`src/fmsup_params.svh`:
```
// Constants for the fault monitor supervisor: timing, fields, offsets
`ifndef FMSUP_PARAMS_SVH
`define FMSUP_PARAMS_SVH
`define FMS_CLK_MHZ        200
`define FMS_TICK_US        1000
`define FMS_TICK_CYC       (`FMS_TICK_US * `FMS_CLK_MHZ)
`define FMS_RC_SWITCH_US   500
`define FMS_RC_SWITCH_CYC  (`FMS_RC_SWITCH_US * `FMS_CLK_MHZ)
`define FMS_OSC_STOP_US    10
`define FMS_OSC_STOP_CYC   (`FMS_OSC_STOP_US * `FMS_CLK_MHZ)
`define FMS_SAI_STOP_US    100
`define FMS_SAI_STOP_CYC   (`FMS_SAI_STOP_US * `FMS_CLK_MHZ)
`define FMS_FRAME_NOM_CYC  4167
`define FMS_FAST_PCT       5
`define FMS_TO_125MS       12'd125
`define FMS_TO_500MS       12'd500
`define FMS_TO_2S          12'd2000
`define FMS_TO_4S          12'd4000
// Bit positions shared by the enable byte and the error byte
`define FMS_B_FLASH        0
`define FMS_B_WD           1
`define FMS_B_REC          2
`define FMS_B_OSC          3
`define FMS_B_BCLK         4
`define FMS_B_FCLK         5
// Configuration byte fields and reset values
`define FMS_CFG_WDSEL_LO   0
`define FMS_CFG_RECSEL_LO  2
`define FMS_CFG_WD_STBY    4
`define FMS_CFG_REC_STBY   5
`define FMS_CFG_RESET      8'h0a
`define FMS_SAFE_RESET     8'h00
`define FMS_ROUTE_RESET    2'h0
// Host register offsets on Wishbone
`define FMS_OFS_CMD        8'h00
`define FMS_OFS_RESP       8'h04
`define FMS_OFS_STAT       8'h08
`endif

```
`src/fmsup_pkg.sv`:
```
// Types for the fault monitor supervisor
package fmsup_pkg;
   typedef enum logic [3:0] {
      FMS_CMD_NONE    = 4'h0,
      FMS_CMD_SAFE    = 4'h1,
      FMS_CMD_ERRREAD = 4'h2,
      FMS_CMD_ERRCLR  = 4'h3,
      FMS_CMD_WDCLR   = 4'h4,
      FMS_CMD_ROUTE   = 4'h5,
      FMS_CMD_CONFIG  = 4'h6,
      FMS_CMD_UNMUTE  = 4'h7,
      FMS_CMD_CHASGN  = 4'h8
   } fmsup_cmd_t;
endpackage

```
`src/fmsup_if.sv`:
```
// Command link between host controller and supervisor
`timescale 1ns/1ps
interface fmsup_if;
   import fmsup_pkg::*;
   logic       cmdValid;
   fmsup_cmd_t cmdCode;
   logic [7:0] cmdData;
   logic       respValid;
   logic [7:0] respData;
   logic       cmdBusyN;
   logic [1:0] statusPin;
   modport device (input cmdValid, cmdCode, cmdData,
                   output respValid, respData, cmdBusyN, statusPin);
   modport host (output cmdValid, cmdCode, cmdData,
                 input respValid, respData, cmdBusyN, statusPin);
endinterface

```
`src/fmsup_device.sv`:
```
// Supervisor end: fault flags, watchdog, recovery counter, clock checks
// Operation
// RQ1: Enabled flash data error sets flag, stops channel
// RQ2: Flash range violation sets flag, stops channel
// RQ3: Started watchdog ignores later enable clear
// RQ4: Host clears watchdog; first expiry sets flag
// RQ5: Watchdog flag clears only after watchdog clear
// RQ6: Watchdog timeout 2 s, selectable four values
// RQ7: Optional second expiry returns to standby
// RQ8: Watchdog standby keeps flags and routing
// RQ9: Enabled recovery counter starts on any fault
// RQ10: Error clear stops recovery counter until fault
// RQ11: Recovery counter expiry sets recovery flag
// RQ12: Started recovery ignores later enable clear
// RQ13: Recovery timeout 2 s, selectable four values
// RQ14: Recovery standby clears enables, keeps flags, routing
// RQ15: Resonator stop sets flag, falls back RC
// RQ16: Busy pin low during RC switch
// RQ17: Cleared oscillator flag resets while still stopped
// RQ18: Disabled check: no flag, still RC fallback
// RQ19: Enabled bit clock stall sets flag
// RQ20: Enabled frame clock stall sets flag
// RQ21: Fast frame clock halts audio; flag if enabled
// RQ22: Overspeed halt needs unmute then channel assign
// RQ23: Any error routed to selected status pin
// RQ24: Flags sticky until error clear, readable
//
// The address map and the Wishbone register port were chosen for this implementation.
`timescale 1ns/1ps
`include "fmsup_params.svh"
module fmsup_device
   import fmsup_pkg::*;
#(
   parameter int TICK_CYC      = `FMS_TICK_CYC,
   parameter int RC_SWITCH_CYC = `FMS_RC_SWITCH_CYC,
   parameter int SAI_STOP_CYC  = `FMS_SAI_STOP_CYC,
   parameter int FRAME_NOM_CYC = `FMS_FRAME_NOM_CYC
)(
   // Clock, reset, enable
   input  wire logic       sys_clk,
   input  wire logic       srst,
   input  wire logic       ce,
   // Command link
   fmsup_if.device         link,
   // Flash access monitor, same clock
   input  wire logic       flashReadBad,
   input  wire logic       flashRangeBad,
   input  wire logic [1:0] flashChan,
   // Pins from outside
   input  wire logic       resonatorPin,
   input  wire logic       bitClkPin,
   input  wire logic       frameClkPin,
   // Playback control
   output logic [3:0]      chanStop,
   output logic            saiHalt,
   output logic            standbyReq,
   output logic            rcClkSel
);
   localparam int FAST_CYC = FRAME_NOM_CYC - (FRAME_NOM_CYC * `FMS_FAST_PCT) / 100;

   logic [7:0]  safe_reg, cfg_reg, err_reg, err_next, errSet, errClr;
   logic [1:0]  route_reg;
   logic [2:0]  resSync_reg, bclkSync_reg, fclkSync_reg;
   logic [31:0] tick_reg, rcCnt_reg, bclkIdle_reg, fclkIdle_reg, period_reg;
   logic [11:0] oscIdle_reg, wdMs_reg, recMs_reg;
   logic        msTick, oscStop_reg, oscStopD_reg, rcSwitching_reg;
   logic        wdRun_reg, wdOnce_reg, wdClrSeen_reg, recArmed_reg, recRun_reg;
   logic        fclkSeen_reg, unmuteSeen_reg, fastEvt, wdExp, recExp, stby;
   logic        cmdSafe, cmdClr, cmdWdClr;

   function automatic logic [11:0] timeoutMs(input logic [1:0] sel);
      unique case (sel)
         2'h0: timeoutMs = `FMS_TO_125MS;
         2'h1: timeoutMs = `FMS_TO_500MS;
         2'h2: timeoutMs = `FMS_TO_2S;
         2'h3: timeoutMs = `FMS_TO_4S;
      endcase
   endfunction

   assign cmdSafe  = link.cmdValid && link.cmdCode == FMS_CMD_SAFE;
   assign cmdClr   = link.cmdValid && link.cmdCode == FMS_CMD_ERRCLR;
   assign cmdWdClr = link.cmdValid && link.cmdCode == FMS_CMD_WDCLR;
   assign msTick   = tick_reg == 32'(TICK_CYC - 1);
   assign wdExp    = wdRun_reg && msTick
                     && wdMs_reg >= timeoutMs(cfg_reg[`FMS_CFG_WDSEL_LO +: 2]) - 12'h001;
   assign recExp   = recRun_reg && msTick
                     && recMs_reg >= timeoutMs(cfg_reg[`FMS_CFG_RECSEL_LO +: 2]) - 12'h001;
   assign fastEvt  = fclkSync_reg[1] && !fclkSync_reg[2] && fclkSeen_reg
                     && period_reg < 32'(FAST_CYC);
   // Standby entry from either counter
   assign stby     = (wdExp && wdOnce_reg && cfg_reg[`FMS_CFG_WD_STBY])
                     || (recExp && cfg_reg[`FMS_CFG_REC_STBY]);

   // Pin synchronisers; edges are taken between stages two and three
   always_ff @(posedge sys_clk)
      if (srst)
      begin
         resSync_reg  <= 3'h0;
         bclkSync_reg <= 3'h0;
         fclkSync_reg <= 3'h0;
      end
      else if (ce)
      begin
         resSync_reg  <= {resSync_reg[1:0], resonatorPin};
         bclkSync_reg <= {bclkSync_reg[1:0], bitClkPin};
         fclkSync_reg <= {fclkSync_reg[1:0], frameClkPin};
      end

   // Millisecond prescaler keeps the long timeouts in narrow counters
   always_ff @(posedge sys_clk)
      if (srst)
         tick_reg <= 32'h0;
      else if (ce)
         tick_reg <= msTick ? 32'h0 : tick_reg + 32'h1;

   // Command registers
   always_ff @(posedge sys_clk)
      if (srst)
      begin
         safe_reg  <= `FMS_SAFE_RESET;
         cfg_reg   <= `FMS_CFG_RESET;
         route_reg <= `FMS_ROUTE_RESET;
      end
      else if (ce)
      begin
         if (stby)
            safe_reg <= `FMS_SAFE_RESET;                           // see RQ14
         else if (cmdSafe)
            safe_reg <= link.cmdData;
         if (link.cmdValid && link.cmdCode == FMS_CMD_CONFIG)
            cfg_reg <= link.cmdData;
         if (link.cmdValid && link.cmdCode == FMS_CMD_ROUTE)
            route_reg <= link.cmdData[1:0];                        // see RQ8
      end

   // Resonator stop detection and RC fallback
   always_ff @(posedge sys_clk)
      if (srst)
      begin
         oscIdle_reg     <= 12'h0;
         oscStop_reg     <= 1'b0;
         oscStopD_reg    <= 1'b0;
         rcSwitching_reg <= 1'b0;
         rcCnt_reg       <= 32'h0;
         rcClkSel        <= 1'b0;
      end
      else if (ce)
      begin
         if (resSync_reg[2] != resSync_reg[1])
            oscIdle_reg <= 12'h0;
         else if (oscIdle_reg != 12'(`FMS_OSC_STOP_CYC))
            oscIdle_reg <= oscIdle_reg + 12'h1;
         oscStop_reg  <= oscIdle_reg == 12'(`FMS_OSC_STOP_CYC);
         oscStopD_reg <= oscStop_reg;
         // Fallback runs whatever the enable says
         if (oscStop_reg && !oscStopD_reg && !rcClkSel)
            rcSwitching_reg <= 1'b1;                               // see RQ18
         else if (rcSwitching_reg && rcCnt_reg == 32'(RC_SWITCH_CYC - 1))
         begin
            rcSwitching_reg <= 1'b0;
            rcClkSel        <= 1'b1;                               // see RQ15
         end
         rcCnt_reg <= rcSwitching_reg ? rcCnt_reg + 32'h1 : 32'h0;
      end

   // Stall timers and frame period
   always_ff @(posedge sys_clk)
      if (srst)
      begin
         bclkIdle_reg <= 32'h0;
         fclkIdle_reg <= 32'h0;
         period_reg   <= 32'h0;
         fclkSeen_reg <= 1'b0;
      end
      else if (ce)
      begin
         bclkIdle_reg <= (bclkSync_reg[2] != bclkSync_reg[1]) ? 32'h0
                         : bclkIdle_reg + {31'h0, bclkIdle_reg != 32'(SAI_STOP_CYC)};
         fclkIdle_reg <= (fclkSync_reg[2] != fclkSync_reg[1]) ? 32'h0
                         : fclkIdle_reg + {31'h0, fclkIdle_reg != 32'(SAI_STOP_CYC)};
         if (fclkSync_reg[1] && !fclkSync_reg[2])
         begin
            period_reg   <= 32'h1;
            fclkSeen_reg <= 1'b1;
         end
         else if (period_reg != 32'hffffffff)
            period_reg <= period_reg + 32'h1;
         // A stalled frame clock must not later look like a fast first period
         if (fclkIdle_reg == 32'(SAI_STOP_CYC))
            fclkSeen_reg <= 1'b0;
      end

   // Error set and clear terms
   always_comb
   begin
      errSet = 8'h0;
      errSet[`FMS_B_FLASH] = (flashReadBad && safe_reg[`FMS_B_FLASH])   // see RQ1
                             || flashRangeBad;                          // see RQ2
      errSet[`FMS_B_WD]    = wdExp && !wdOnce_reg;                       // see RQ4
      errSet[`FMS_B_REC]   = recExp;                                    // see RQ11
      errSet[`FMS_B_OSC]   = oscStop_reg && safe_reg[`FMS_B_OSC];       // see RQ17
      errSet[`FMS_B_BCLK]  = safe_reg[`FMS_B_BCLK]
                             && bclkIdle_reg == 32'(SAI_STOP_CYC);      // see RQ19
      errSet[`FMS_B_FCLK]  = safe_reg[`FMS_B_FCLK]
                             && (fclkIdle_reg == 32'(SAI_STOP_CYC)      // see RQ20
                                 || fastEvt);                           // see RQ21
      errClr = cmdClr ? 8'hff : 8'h00;
      errClr[`FMS_B_WD] = cmdClr && wdClrSeen_reg;                      // see RQ5
      err_next = (err_reg & ~errClr) | errSet;                          // see RQ24
   end

   // Sticky flags survive standby; only the reset pin or error clear drops them
   always_ff @(posedge sys_clk)
      if (srst)
         err_reg <= 8'h0;
      else if (ce)
         err_reg <= err_next;                                          // see RQ8

   // Host link watchdog
   always_ff @(posedge sys_clk)
      if (srst)
      begin
         wdRun_reg     <= 1'b0;
         wdOnce_reg    <= 1'b0;
         wdMs_reg      <= 12'h0;
         wdClrSeen_reg <= 1'b0;
      end
      else if (ce)
      begin
         if (cmdWdClr)
            wdClrSeen_reg <= 1'b1;
         else if (cmdClr)
            wdClrSeen_reg <= 1'b0;
         if (stby)
            wdRun_reg <= 1'b0;
         else if (cmdSafe && link.cmdData[`FMS_B_WD])
            wdRun_reg <= 1'b1;                                     // see RQ3
         if (cmdWdClr || stby || !wdRun_reg)
         begin
            wdMs_reg   <= 12'h0;
            wdOnce_reg <= 1'b0;
         end
         else if (wdExp)
         begin
            wdMs_reg   <= 12'h0;                                   // see RQ6
            wdOnce_reg <= 1'b1;                                    // see RQ7
         end
         else if (msTick)
            wdMs_reg <= wdMs_reg + 12'h1;
      end

   // Recovery counter
   always_ff @(posedge sys_clk)
      if (srst)
      begin
         recArmed_reg <= 1'b0;
         recRun_reg   <= 1'b0;
         recMs_reg    <= 12'h0;
      end
      else if (ce)
      begin
         if (stby)
            recArmed_reg <= 1'b0;                                  // see RQ14
         else if (cmdSafe && link.cmdData[`FMS_B_REC])
            recArmed_reg <= 1'b1;                                  // see RQ12
         if (stby || recExp)
            recRun_reg <= 1'b0;
         else if (recArmed_reg && ((|(errSet & ~(8'h1 << `FMS_B_REC))) || fastEvt))
            recRun_reg <= 1'b1;                                    // see RQ9
         else if (cmdClr)
            recRun_reg <= 1'b0;                                    // see RQ10
         if (!recRun_reg || cmdClr || recExp)
            recMs_reg <= 12'h0;                                    // see RQ13
         else if (msTick)
            recMs_reg <= recMs_reg + 12'h1;
      end

   // Playback control and the audio link halt
   always_ff @(posedge sys_clk)
      if (srst)
      begin
         chanStop       <= 4'h0;
         saiHalt        <= 1'b0;
         unmuteSeen_reg <= 1'b0;
         standbyReq     <= 1'b0;
      end
      else if (ce)
      begin
         chanStop   <= fastEvt ? 4'hf
                       : (flashRangeBad || (flashReadBad && safe_reg[`FMS_B_FLASH]))
                         ? 4'h1 << flashChan : 4'h0;               // see RQ1
         standbyReq <= stby;                                       // see RQ7
         if (fastEvt)
         begin
            saiHalt        <= 1'b1;                                // see RQ21
            unmuteSeen_reg <= 1'b0;
         end
         else if (link.cmdValid && link.cmdCode == FMS_CMD_UNMUTE)
            unmuteSeen_reg <= 1'b1;
         else if (link.cmdValid && link.cmdCode == FMS_CMD_CHASGN && unmuteSeen_reg)
         begin
            saiHalt        <= 1'b0;                                // see RQ22
            unmuteSeen_reg <= 1'b0;
         end
      end

   // Link answers and status pins
   always_ff @(posedge sys_clk)
      if (srst)
      begin
         link.respValid <= 1'b0;
         link.respData  <= 8'h0;
         link.cmdBusyN  <= 1'b1;
         link.statusPin <= 2'h0;
      end
      else if (ce)
      begin
         link.respValid <= link.cmdValid && link.cmdCode == FMS_CMD_ERRREAD;
         if (link.cmdValid && link.cmdCode == FMS_CMD_ERRREAD)
            link.respData <= err_reg;                              // see RQ24
         link.cmdBusyN  <= !rcSwitching_reg;                       // see RQ16
         link.statusPin <= (|err_reg) ? route_reg : 2'h0;          // see RQ23
      end
endmodule

```
`src/flat_wrapper.sv`:
```
// flat-port wrapper written by rule: the top's interface ports become plain ports
module fmsup_device_flat import fmsup_pkg::*;
#(
   parameter int TICK_CYC      = `FMS_TICK_CYC,
   parameter int RC_SWITCH_CYC = `FMS_RC_SWITCH_CYC,
   parameter int SAI_STOP_CYC  = `FMS_SAI_STOP_CYC,
   parameter int FRAME_NOM_CYC = `FMS_FRAME_NOM_CYC
)
  (sys_clk, srst, ce, flashReadBad, flashRangeBad, flashChan, resonatorPin, bitClkPin, frameClkPin, chanStop, saiHalt, standbyReq, rcClkSel, link_cmdValid, link_cmdCode, link_cmdData, link_respValid, link_respData, link_cmdBusyN, link_statusPin);
  fmsup_if link_i ();
  input  wire logic sys_clk;
  input  wire logic srst;
  input  wire logic ce;
  input  wire logic flashReadBad;
  input  wire logic flashRangeBad;
  input  wire logic [1:0] flashChan;
  input  wire logic resonatorPin;
  input  wire logic bitClkPin;
  input  wire logic frameClkPin;
  output logic [3:0] chanStop;
  output logic saiHalt;
  output logic standbyReq;
  output logic rcClkSel;
  input wire logic [$bits(link_i.cmdValid)-1:0] link_cmdValid;
  input wire logic [$bits(link_i.cmdCode)-1:0] link_cmdCode;
  input wire logic [$bits(link_i.cmdData)-1:0] link_cmdData;
  output wire logic [$bits(link_i.respValid)-1:0] link_respValid;
  output wire logic [$bits(link_i.respData)-1:0] link_respData;
  output wire logic [$bits(link_i.cmdBusyN)-1:0] link_cmdBusyN;
  output wire logic [$bits(link_i.statusPin)-1:0] link_statusPin;
  assign link_i.cmdValid = link_cmdValid;
  assign link_i.cmdCode = link_cmdCode;
  assign link_i.cmdData = link_cmdData;
  assign link_respValid = link_i.respValid;
  assign link_respData = link_i.respData;
  assign link_cmdBusyN = link_i.cmdBusyN;
  assign link_statusPin = link_i.statusPin;
  fmsup_device #(.TICK_CYC(TICK_CYC), .RC_SWITCH_CYC(RC_SWITCH_CYC), .SAI_STOP_CYC(SAI_STOP_CYC), .FRAME_NOM_CYC(FRAME_NOM_CYC)) u_core (.sys_clk(sys_clk), .srst(srst), .ce(ce), .link(link_i), .flashReadBad(flashReadBad), .flashRangeBad(flashRangeBad), .flashChan(flashChan), .resonatorPin(resonatorPin), .bitClkPin(bitClkPin), .frameClkPin(frameClkPin), .chanStop(chanStop), .saiHalt(saiHalt), .standbyReq(standbyReq), .rcClkSel(rcClkSel));
endmodule
```
`config.mk`:
```
export PLATFORM = sky130hd
export DESIGN_NAME = fmsup_device_flat
export DESIGN_NICKNAME = d
export VERILOG_FILES = /design/src/fmsup_pkg.sv /design/src/fmsup_if.sv /design/src/fmsup_device.sv /design/src/flat_wrapper.sv
export VERILOG_INCLUDE_DIRS = /design/src
export SDC_FILE = /design/constraint.sdc
export NUM_CORES = 1
export LEC_CHECK = 0
export ABC_AREA = 0
export BUFFER_PORTS_ARGS = -buffer_cell sky130_fd_sc_hd__buf_4
export CELL_PAD_IN_SITES_DETAIL_PLACEMENT = 1
export CELL_PAD_IN_SITES_GLOBAL_PLACEMENT = 2
export CORE_UTILIZATION = 30
export DETAILED_ROUTE_END_ITERATION = 6
export GPL_ROUTABILITY_DRIVEN = 0
export GPL_TIMING_DRIVEN = 0
export HOLD_SLACK_MARGIN = 0.08
export PLACE_DENSITY_LB_ADDON = 0.1
export SETUP_SLACK_MARGIN = 0.4
export SYNTH_ARGS = -nofsm -noshare
export SYNTH_HDL_FRONTEND = slang
export SYNTH_SLANG_ARGS = --single-unit
```
`constraint.sdc`:
```
create_clock -name sys_clk -period 3.25 [get_ports sys_clk]
set_clock_uncertainty 0.2 [all_clocks]
set_input_delay 0.1625 -clock sys_clk [delete_from_list [all_inputs] [get_ports sys_clk]]
set_output_delay 0.1625 -clock sys_clk [all_outputs]
set_load 0.005 [all_outputs]
```
==> results of run 1 <==
-- logic make-up after synthesis --
family,synth area share [%]
DFF,41.9
muxes,2.31
adders and majority gates,4.13
and+or+nand+nor,29.5
buffers and inverters,2.76
xor gates and xnor gates,12.0
AOI/OAI and AO/OA,7.37
-- worst max-delay path: stages (launching register included) --
cell	delay [ps]
dfxtp_4	370
nor2b_4	160
inv_2	60
ha_4	240
ha_4	260
o211ai_1	80
o31a_1	310
o311a_4	370
nor2_4	110
o31a_1	270
buf_6	170
nor3_1	50
-- stage by stage --
stage | setup WS [ps] | cells | util (%)
2_1_floorplan | 452 | 1391 | -
3_3_place_gp | -138 | 1953 | 32.8
3_5_place_dp | -141 | 1953 | 32.8
4_1_cts | 396 | 2040 | 36.7
5_1_grt | 308 | 2048 | 37.5
6_report | 440 | 2048 | 37.5
-- per-layer routing --
layer	routed length [um]	up-vias	global-route usage, %
met4	620	0	4.89
met5	0	-	0
met3	1130	45	2.83
li1	-	5091	-
met2	15600	86	27.3
met1	17200	5015	23.4
-- worst paths after layout --
path | start | to | cells past startpoint
max | u_core.cfg_reg[1] | u_core.wdMs_reg[5] | 11
min | ce | u_core.rcCnt_reg[3] | 5
max reg2reg | u_core.cfg_reg[1] | u_core.wdMs_reg[5] | 11
min reg2reg | u_core.link.respValid | u_core.link.respValid | 2
-- timing repair --
action,4_1_cts,5_1_grt
setup buffers,6,8
gates cloned,1,0
hold buffers,20,0
endpoints found under the setup margin,114,62
pin swaps,8,35
resized for setup,46,60
endpoints found under the hold margin,35,0
-- cell usage in the layout, fill, tap and decap left out, drive strengths merged, types with 10 or more instances in the layout --
| master | n |
|---|---|
| and4 | 14 |
| xnor2 | 60 |
| nor2 | 248 |
| ha | 40 |
| nor3 | 42 |
| nor2b | 10 |
| and2 | 11 |
| nor4 | 42 |
| buf | 69 |
| a21oi | 48 |
| and3 | 29 |
| or3 | 18 |
| dfxtp | 254 |
| nand4 | 65 |
| dlygate4sd3 | 20 |
| clkbuf | 77 |
| inv | 39 |
| xor2 | 106 |
| mux2i | 28 |
| o21ai | 25 |
| nand3 | 73 |
| nand2 | 98 |
-- cell type report --
type	count	area, um2	share of cell area (%)
Buffer	44	194	1.30
Clock buffer	50	982	6.58
Clock inverter	10	97.6	0.653
Inverter	39	149	0.997
Multi-Input combinational cell	1054	7120	47.7
Sequential cell	254	5130	34.3
Tap cell	525	657	4.40
Timing Repair Buffer	72	607	4.06
-- power by group through the flow --
stage / Sequential, mW / Clock [mW] / Combinational [mW]
finish: 3.16 / 3.63 / 0.296
global placement: 3.23 / 0 / 0.266
floorplan: 3.22 / 0 / 0.156
CTS: 3.16 / 3.78 / 0.295
detailed placement: 3.23 / 0 / 0.266
global route: 3.16 / 3.91 / 0.329
==> results.md, run 1 <==
- Critical path type: register to register
- Clock transition at path regs: 60 ps
- Number of synthesized register bits: 254
- Clock sink total: 254
- DIE WIDTH: 203 um
- Final Max Slew Viols: 0
- Synth area leaders: dfxtp_1 (42%), xor2_1 (7.7%), nor2_1 (7.6%), xnor2_1 (4.3%), ha_1 (4.1%)
- # diodes: 0
- Status: completed
- Synth Cell Area: 12100 um2
- Critical path capture point type: register
- Worst hold path class: input port to register
- YS warnings: 0
- IO Count: 42
- Setup repair after global routing missed its margin: true
- Fillers: 4621
- Max Cap Viol: 0
- Power share of the clock group: 51.2%
- Final HPWL DP: 24.6 mm
- Total grt overflow: 0
- First-pass DRT Iterations: 4
- Vias: 10.2k
- Core area: 39800 um2
- Fraction of the yosys area taken by sequential cells: 41.9%
- Synth area leader: dfxtp_1
- Pin count of the biggest net entering global routing: 12
- R2R Setup Slk: 440 ps
- Residual DRC: 0
- Final instance area: 14900 um2
- Measured slew at the worst slew-check pin: 898 ps
- DIE HEIGHT: 203 um
- Final Hold Fails: 0
- Post-DP Area: 13100 um2
- Tmin final: 2810 ps
- Top post-synthesis cells by count: dfxtp_1 (254), nor2_1 (246), xor2_1 (106)
- Reg power frac: 44.6%
- H-tree depth: 2
- Final setup vio count: 0
- PwrDens: 475 nW/um2
- Slew HR: 40.1%
- IO buf count: 37
- Total internal power: 5.43 mW
- TritonCTS clock tree: built
- Post-synth EDFFs: 0
- Max IR drop VDD: 261 uV
- Pwr Total: 7.09 mW
- Initial Util: 30.4%
- DR WL/cell: 16.9 um
- Area of the die: 41200 um2
- 1st-iter DRT viols: 396
- Layout cells sized above 1: 14.8%
- Root Driver: clkbuf_16
- Avg Inst Size Synth: 8.72 um2
- Switch share: 23.5%
- Global-route wire length before repair: 56.8 mm
- CP required: 3430 ps
- Routed WL: 34.6 mm
- Synth cell types: 78
- Logic pwr share: 4.2%
- Syn Nets: 1454
- Number of global-route vias before repair: 10.5k
- Area growth syn-to-layout: 23.2%
- Hold Worst Slack: 167 ps
- Clock Path Buffers: 3
- Critical Path Source Type: register
- Post-synthesis cell count: 1391
- Tcrit/Tclk final: 86.5%
- Critical path fanouts, max: 6
- Leak: 5.35 nW
- Share of flip-flops with an asynchronous set or reset: 0%
- Row cnt: 73
- Post-layout net count: 1562
- Total CTS buffers: 34
- Max Clk Rate: 356 MHz
- WP data arrival: 2990 ps
- Switch Pwr: 1.67 mW
- Ys flop type: dfxtp_1
- Top-area cell type share of the netlist area: 41.9%
- Cell with the most instances after synthesis: dfxtp_1
- Vias/cell: 5.00
- Number of nets with antenna violations after routing: 0
- Total track usage: 17.0%
- Clock latency on the worst-skew pair: 540 ps
- Setup TNS: 0 ps
- Initial antenna violation count: 0
No activity file was read; power rests on OpenSTA's default activity.
==> run 2, diff against run 1 <==
--- a/config.mk
+++ b/config.mk
@@ -17,6 +17,7 @@
 export HOLD_SLACK_MARGIN = 0.08
 export PLACE_DENSITY_LB_ADDON = 0.1
 export SETUP_SLACK_MARGIN = 0.4
+export SLEW_MARGIN = 20
 export SYNTH_ARGS = -nofsm -noshare
 export SYNTH_HDL_FRONTEND = slang
 export SYNTH_SLANG_ARGS = --single-unit
==> constraint.sdc (replaced) <==
create_clock -name sys_clk -period 3.25 [get_ports sys_clk]
set_clock_uncertainty 0.2 [all_clocks]
set_input_delay 0.1625 -clock sys_clk [delete_from_list [all_inputs] [get_ports sys_clk]]
set_output_delay 0.1625 -clock sys_clk [all_outputs]
set_load 0.01 [all_outputs]
==> run 2 against run 1 <==
  * Clock-buffer cell count is 1 higher
  * Die area stayed put
  * First-iteration DRC count is 9.8% lower
  * Clock power down 1%
  * Cell count increased by 0.24%
  * Flip-flop and latch count did not move
  * Wire length decreased by 0.35%
  * Non-clock buffer count increased by 3
  * Setup slack got worse by 31 ps
  * Combinational power down 1%
==> results.md, run 2 (same netlist as run 1, synthesis figures left out) <==
- Core area: 39800 um2 (unchanged)
- Pin count of the biggest net entering global routing: 12 (unchanged)
- Total grt overflow: 0 (unchanged)
- Metal-1 WL: 17.2 mm (-0.50%)
- Pwr Total: 7.04 mW (-0.77%)
- Number of nets with antenna violations after routing: 0 (unchanged)
- Root Driver: clkbuf_16
- WP data arrival: 3030 ps (+40 ps)
- Post-layout net count: 1565 (+0.19%)
- Switch share: 23.7% (+0.15 points)
- PwrDens: 472 nW/um2 (-0.62%)
- Layout cells sized above 1: 15.1% (+0.34 points)
- Row cnt: 73 (unchanged)
- Total track usage: 16.9% (-0.10 points)
- Critical path fanouts, max: 6 (unchanged)
- Measured slew at the worst slew-check pin: 909 ps (+10.9 ps)
- Tcrit/Tclk final: 87.4% (+0.95 points)
- Post-route insts no fill: 2053 (+0.24%)
- Reg-to-Reg Start: u_core.cfg_reg[0]
- IO buf count: 37 (unchanged)
- 1st-iter DRT viols: 357 (-9.8%)
- Max Cap Viol: 0 (unchanged)
- DR WL/cell: 16.8 um (-0.59%)
- Total CTS buffers: 34 (unchanged)
- Vias/cell: 4.95 (-0.92%)
- Global-route wire length before repair: 56.3 mm (-0.83%)
- Final setup vio count: 0 (unchanged)
- Routed WL: 34.5 mm (-0.35%)
- Most common cell after layout, fill and taps aside: nor2_1
- Logic pwr share: 4.2% (about the same)
- CP required: 3440 ps (about the same)
- Critical path type: register to register
- Initial Util: 30.4% (unchanged)
- Critical Path Source Type: register
- Status: completed
- H-tree depth: 2 (unchanged)
- Clock transition at path regs: 60 ps (about the same)
- Top layer in use: met4
- Max Clk Rate: 352 MHz (-1.1%)
- Clock Path Buffers: 3 (unchanged)
- Hold Crit Start: ce
- Clock sink total: 254 (unchanged)
- TritonCTS clock tree: built
- Clock latency on the worst-skew pair: 540 ps (about the same)
- Final Hold Fails: 0 (unchanged)
- Leak: 5.36 nW (+0.17%)
- Power share of the clock group: 50.9% (-0.3 points)
- Final Max Slew Viols: 0 (unchanged)
- Setup repair after global routing missed its margin: true
- CP Launch Point: u_core.cfg_reg[0]
- Residual DRC: 0 (unchanged)
- Final HPWL DP: 24.6 mm (about the same)
- WL met2: 15.8 mm (+0.84%)
- Area of the die: 41200 um2 (unchanged)
- # diodes: 0 (unchanged)
- Slew HR: 39.4% (-0.73 points)
- Most frequent cells in the layout: nor2_1 (240), dfxtp_1 (232), xor2_1 (106)
- Worst hold path class: input port to register
- Initial antenna violation count: 0 (unchanged)
- Total internal power: 5.37 mW (-0.96%)
- Tmin final: 2840 ps (+30.9 ps)
- IO Count: 42 (unchanged)
- Vias: 10.2k (-0.67%)
- Routed met3 length: 968 um (-14%)
- Number of global-route vias before repair: 10.4k (-0.64%)
- DIE HEIGHT: 203 um (unchanged)
- DIE WIDTH: 203 um (unchanged)
- Critical path capture point type: register
- First-pass DRT Iterations: 4 (unchanged)
- Max IR drop VDD: 329 uV (+26%)
- Placed Cells: 1953 (unchanged)
- Area growth syn-to-layout: 23.0%
- Switch Pwr: 1.66 mW (-0.14%)
- Reg power frac: 44.9% (+0.3 points)
-- run 2: layout make-up --
cell class,count,area [um2]
Sequential cell,254,5130
Multi-Input combinational cell,1054,7080
Buffer,44,194
Timing Repair Buffer,75,629
Tap cell,525,657
Clock buffer,51,996
Fill cell,4650,24900
Clock inverter,11,80.1
Inverter,39,149
-- run 2: repair_timing --
item,4_1_cts,5_1_grt
cloned,1,0
hold endpoints to repair,35,0
setup buffers,6,11
resized for setup,45,58
endpoints found under the setup margin,107,56
pin swaps,6,24
hold buffers,20,0
-- run 2: worst max-delay path: stages (launching register included) --
cell,delay (ps)
dfxtp_4,380
and2_4,170
inv_4,40
ha_4,230
ha_4,260
o211ai_1,80
o31a_1,310
o311a_4,410
nor2_4,100
o31a_1,270
buf_6,170
nor3_1,50
-- run 2: path summary, 6_finish.rpt --
path / endpoint / slack (ps) / cells after the start
worst min-delay path: u_core.rcCnt_reg[3] / 140 / 5
worst min register to register: u_core.oscIdle_reg[11] / 290 / 2
worst max register to register: u_core.wdMs_reg[5] / 410 / 11
worst max-delay path: u_core.wdMs_reg[5] / 410 / 11
-- run 2: per-stage QoR --
stage          worst slack [ps]  util (%)  TNS, ps  instance area [um2]  hold WS, ps
4_1_cts                     388      36.7        0                14600          140
5_1_grt                     291      37.4        0                14900          186
3_5_place_dp               -120      32.8    -1410                13100          219
6_report                    409      37.4        0                14900          144
2_1_floorplan               452         -        0                12100         80.4
3_3_place_gp               -138      32.8    -1400                13100          215
-- run 2: power groups by stage --
stage          registers (mW)  logic (mW)  clock network, mW
5_1_grt                  3.16       0.324               3.86
2_1_floorplan            3.23       0.156                  0
3_5_place_dp             3.23       0.268                  0
4_1_cts                  3.16       0.297               3.74
6_report                 3.16       0.292               3.58
3_3_place_gp             3.23       0.267                  0
-- run 2: layer usage --
layer | GRT usage (%) | vias up
li1 | - | 5097
met4 | 5.10 | 0
met5 | 0 | -
met3 | 2.68 | 36
met1 | 23.1 | 4955
met2 | 27.3 | 80
==> run 3, diff against run 2 <==
--- a/config.mk
+++ b/config.mk
@@ -16,6 +16,7 @@
 export GPL_TIMING_DRIVEN = 0
 export HOLD_SLACK_MARGIN = 0.08
 export PLACE_DENSITY_LB_ADDON = 0.1
+export RECOVER_POWER = 100
 export SETUP_SLACK_MARGIN = 0.4
 export SLEW_MARGIN = 20
 export SYNTH_ARGS = -nofsm -noshare
==> run 3 against run 2 <==
  * Cell count is the same
  * Sequential power hardly changed
  * Via count is essentially flat
  * Highest routed layer unchanged
  * Wire length about the same
  * Hold slack better by 18 ps
  * Fmax fell by 3.1%
  * Global-route usage did not move
==> results.md, run 3 (same netlist as run 1, synthesis figures left out) <==
- Placed Cells: 1953 (unchanged)
- Slew HR: 32.9% (-6.5 points)
- Post-layout net count: 1565 (unchanged)
- Most frequent cells in the layout: nor2_1 (243), dfxtp_1 (233), xor2_1 (106)
- Worst Reg-to-Reg Cells: 10 (-1)
- Initial antenna violation count: 0 (unchanged)
- H-tree depth: 2 (unchanged)
- DIE WIDTH: 203 um (unchanged)
- Initial Util: 30.4% (unchanged)
- Post-route insts no fill: 2053 (unchanged)
- Crit path capture: u_core.safe_reg[0]
- 1st-iter DRT viols: 401 (+12%)
- Global-route wire length before repair: 56.3 mm (unchanged)
- Hold Crit Start: ce
- Area of the die: 41200 um2 (unchanged)
- Clock transition at path regs: 60 ps (about the same)
- PwrDens: 481 nW/um2 (+2.0%)
- Tcrit/Tclk final: 90.2% (+2.8 points)
- Core area: 39800 um2 (unchanged)
- IO Count: 42 (unchanged)
- Row cnt: 73 (unchanged)
- Vias: 10.2k (+0.049%)
- Total track usage: 16.9% (unchanged)
- WP data arrival: 3130 ps (+100 ps)
- DIE HEIGHT: 203 um (unchanged)
- Total grt overflow: 0 (unchanged)
- Critical path capture point type: register
- IO buf count: 37 (unchanged)
- CP Launch Point: u_core.cfg_reg[0]
- Max IR drop VDD: 327 uV (-0.41%)
- Worst hold path class: input port to register
- Final setup vio count: 0 (unchanged)
- Reg-to-reg endpoint: u_core.safe_reg[0]
- Critical path type: register to register
- Root Driver: clkbuf_16
- Global Route met3 Usage: 2.68% (unchanged)
- R2R Setup Slk: 320 ps (-90 ps)
- Vias/cell: 4.96 (about the same)
- Pin count of the biggest net entering global routing: 12 (unchanged)
- GRT met2 Usage: 27.3% (unchanged)
- Clock latency on the worst-skew pair: 540 ps (about the same)
- Critical Path Source Type: register
- Area growth syn-to-layout: 20.5%
- Reg-to-Reg Start: u_core.cfg_reg[0]
- Status: completed
- Setup repair after global routing missed its margin: true
- CP required: 3450 ps (about the same)
- Grt peak-use layer: met2
- M1 GR Usage: 23.1% (unchanged)
- Number of global-route vias before repair: 10.4k (unchanged)
- Tmin final: 2930 ps (+90.9 ps)
- Clock Path Buffers: 3 (unchanged)
- Final Max Slew Viols: 0 (unchanged)
- Final HPWL DP: 24.6 mm (unchanged)
- Number of nets with antenna violations after routing: 0 (unchanged)
- Max Cap Viol: 0 (unchanged)
- Critical path fanouts, max: 6 (unchanged)
- Layout cells sized above 1: 11.6% (-3.5 points)
- Residual DRC: 0 (unchanged)
- Measured slew at the worst slew-check pin: 997 ps (+88.2 ps)
- First-pass DRT Iterations: 4 (unchanged)
- Max Clk Rate: 341 MHz (-3.1%)
- Final Hold Fails: 0 (unchanged)
- Routed WL: 34.5 mm (about the same)
- TritonCTS clock tree: built
- Clock sink total: 254 (unchanged)
- Post-layout util: 36.7% (-0.75 points)
- DR WL/cell: 16.8 um (about the same)
- Total CTS buffers: 34 (unchanged)
- Leak: 5.20 nW (-3.0%)
- Most common cell after layout, fill and taps aside: nor2_1
- # diodes: 0 (unchanged)
==> run 3: changes by cell type in the layout (fill, tap and decap cells not counted), sizes merged <==
cell / previous run / this run
clkbuf: 78 / 115
buf: 72 / 35
==> run 3: stage by stage <==
step / setup WS, ps / hold WS (ps) / instance area [um2] / total power, mW / TNS, ps
6_report: 318 / 162 / 14600 / 7.03 / 0
5_1_grt: 148 / 208 / 14600 / 7.34 / 0
4_1_cts: 388 / 140 / 14600 / 7.20 / 0
3_5_place_dp: -120 / 219 / 13100 / 3.50 / -1410
3_3_place_gp: -138 / 215 / 13100 / 3.50 / -1400
2_1_floorplan: 452 / 80.4 / 12100 / 3.38 / 0
==> run 3: cell type report <==
class,instances,area [um2]
Clock inverter,11,80.1
Buffer,44,193
Sequential cell,254,5130
Timing Repair Buffer,75,523
Inverter,39,149
Multi-Input combinational cell,1054,6890
Tap cell,525,657
Fill cell,4676,25200
Clock buffer,51,996
==> run 3: metal layers <==
| metal | part of all wire, % | vias to the layer above |
|---|---|---|
| met2 | 45 | 101 |
| met1 | 50 | 4936 |
| met3 | 3.2 | 36 |
| li1 | - | 5100 |
| met5 | 0 | - |
| met4 | 1.8 | 0 |
==> run 3: timing repair <==
item                                    4_1_cts  5_1_grt
gates cloned                                  1        0
pin swaps                                     6       24
buffers inserted                              6       11
hold buffers                                 20        0
endpoints found under the setup margin      107       56
endpoints found under the hold margin        35        0
gates resized for setup                      45       58
==> run 3: power breakdown <==
part | internal, mW | leakage [nW] | switching, mW | total (mW)
clock network | 2.13 | 0.531 | 1.46 | 3.59
registers | 3.14 | 2.06 | 0.0265 | 3.16
logic | 0.102 | 2.61 | 0.182 | 0.284
==> run 3: how the worst min path moves through the flow <==
stage | end | cells past startpoint
floorplan | u_core.cfg_reg[1] | 1
global placement | u_core.cfg_reg[1] | 2
detailed placement | u_core.cfg_reg[1] | 2
CTS | u_core.period_reg[9] | 5
global route | u_core.rcCnt_reg[3] | 5
finish | u_core.rcCnt_reg[3] | 5
==> run 3: worst max-delay path, cell delays in order, from the launching register on <==
cell	delay, ps
dfxtp_4	380
and2_4	170
inv_4	40
ha_4	230
ha_4	260
o211ai_1	80
o31a_1	300
o311a_1	450
a2bb2oi_1	210
nor2_1	330
o32ai_1	130
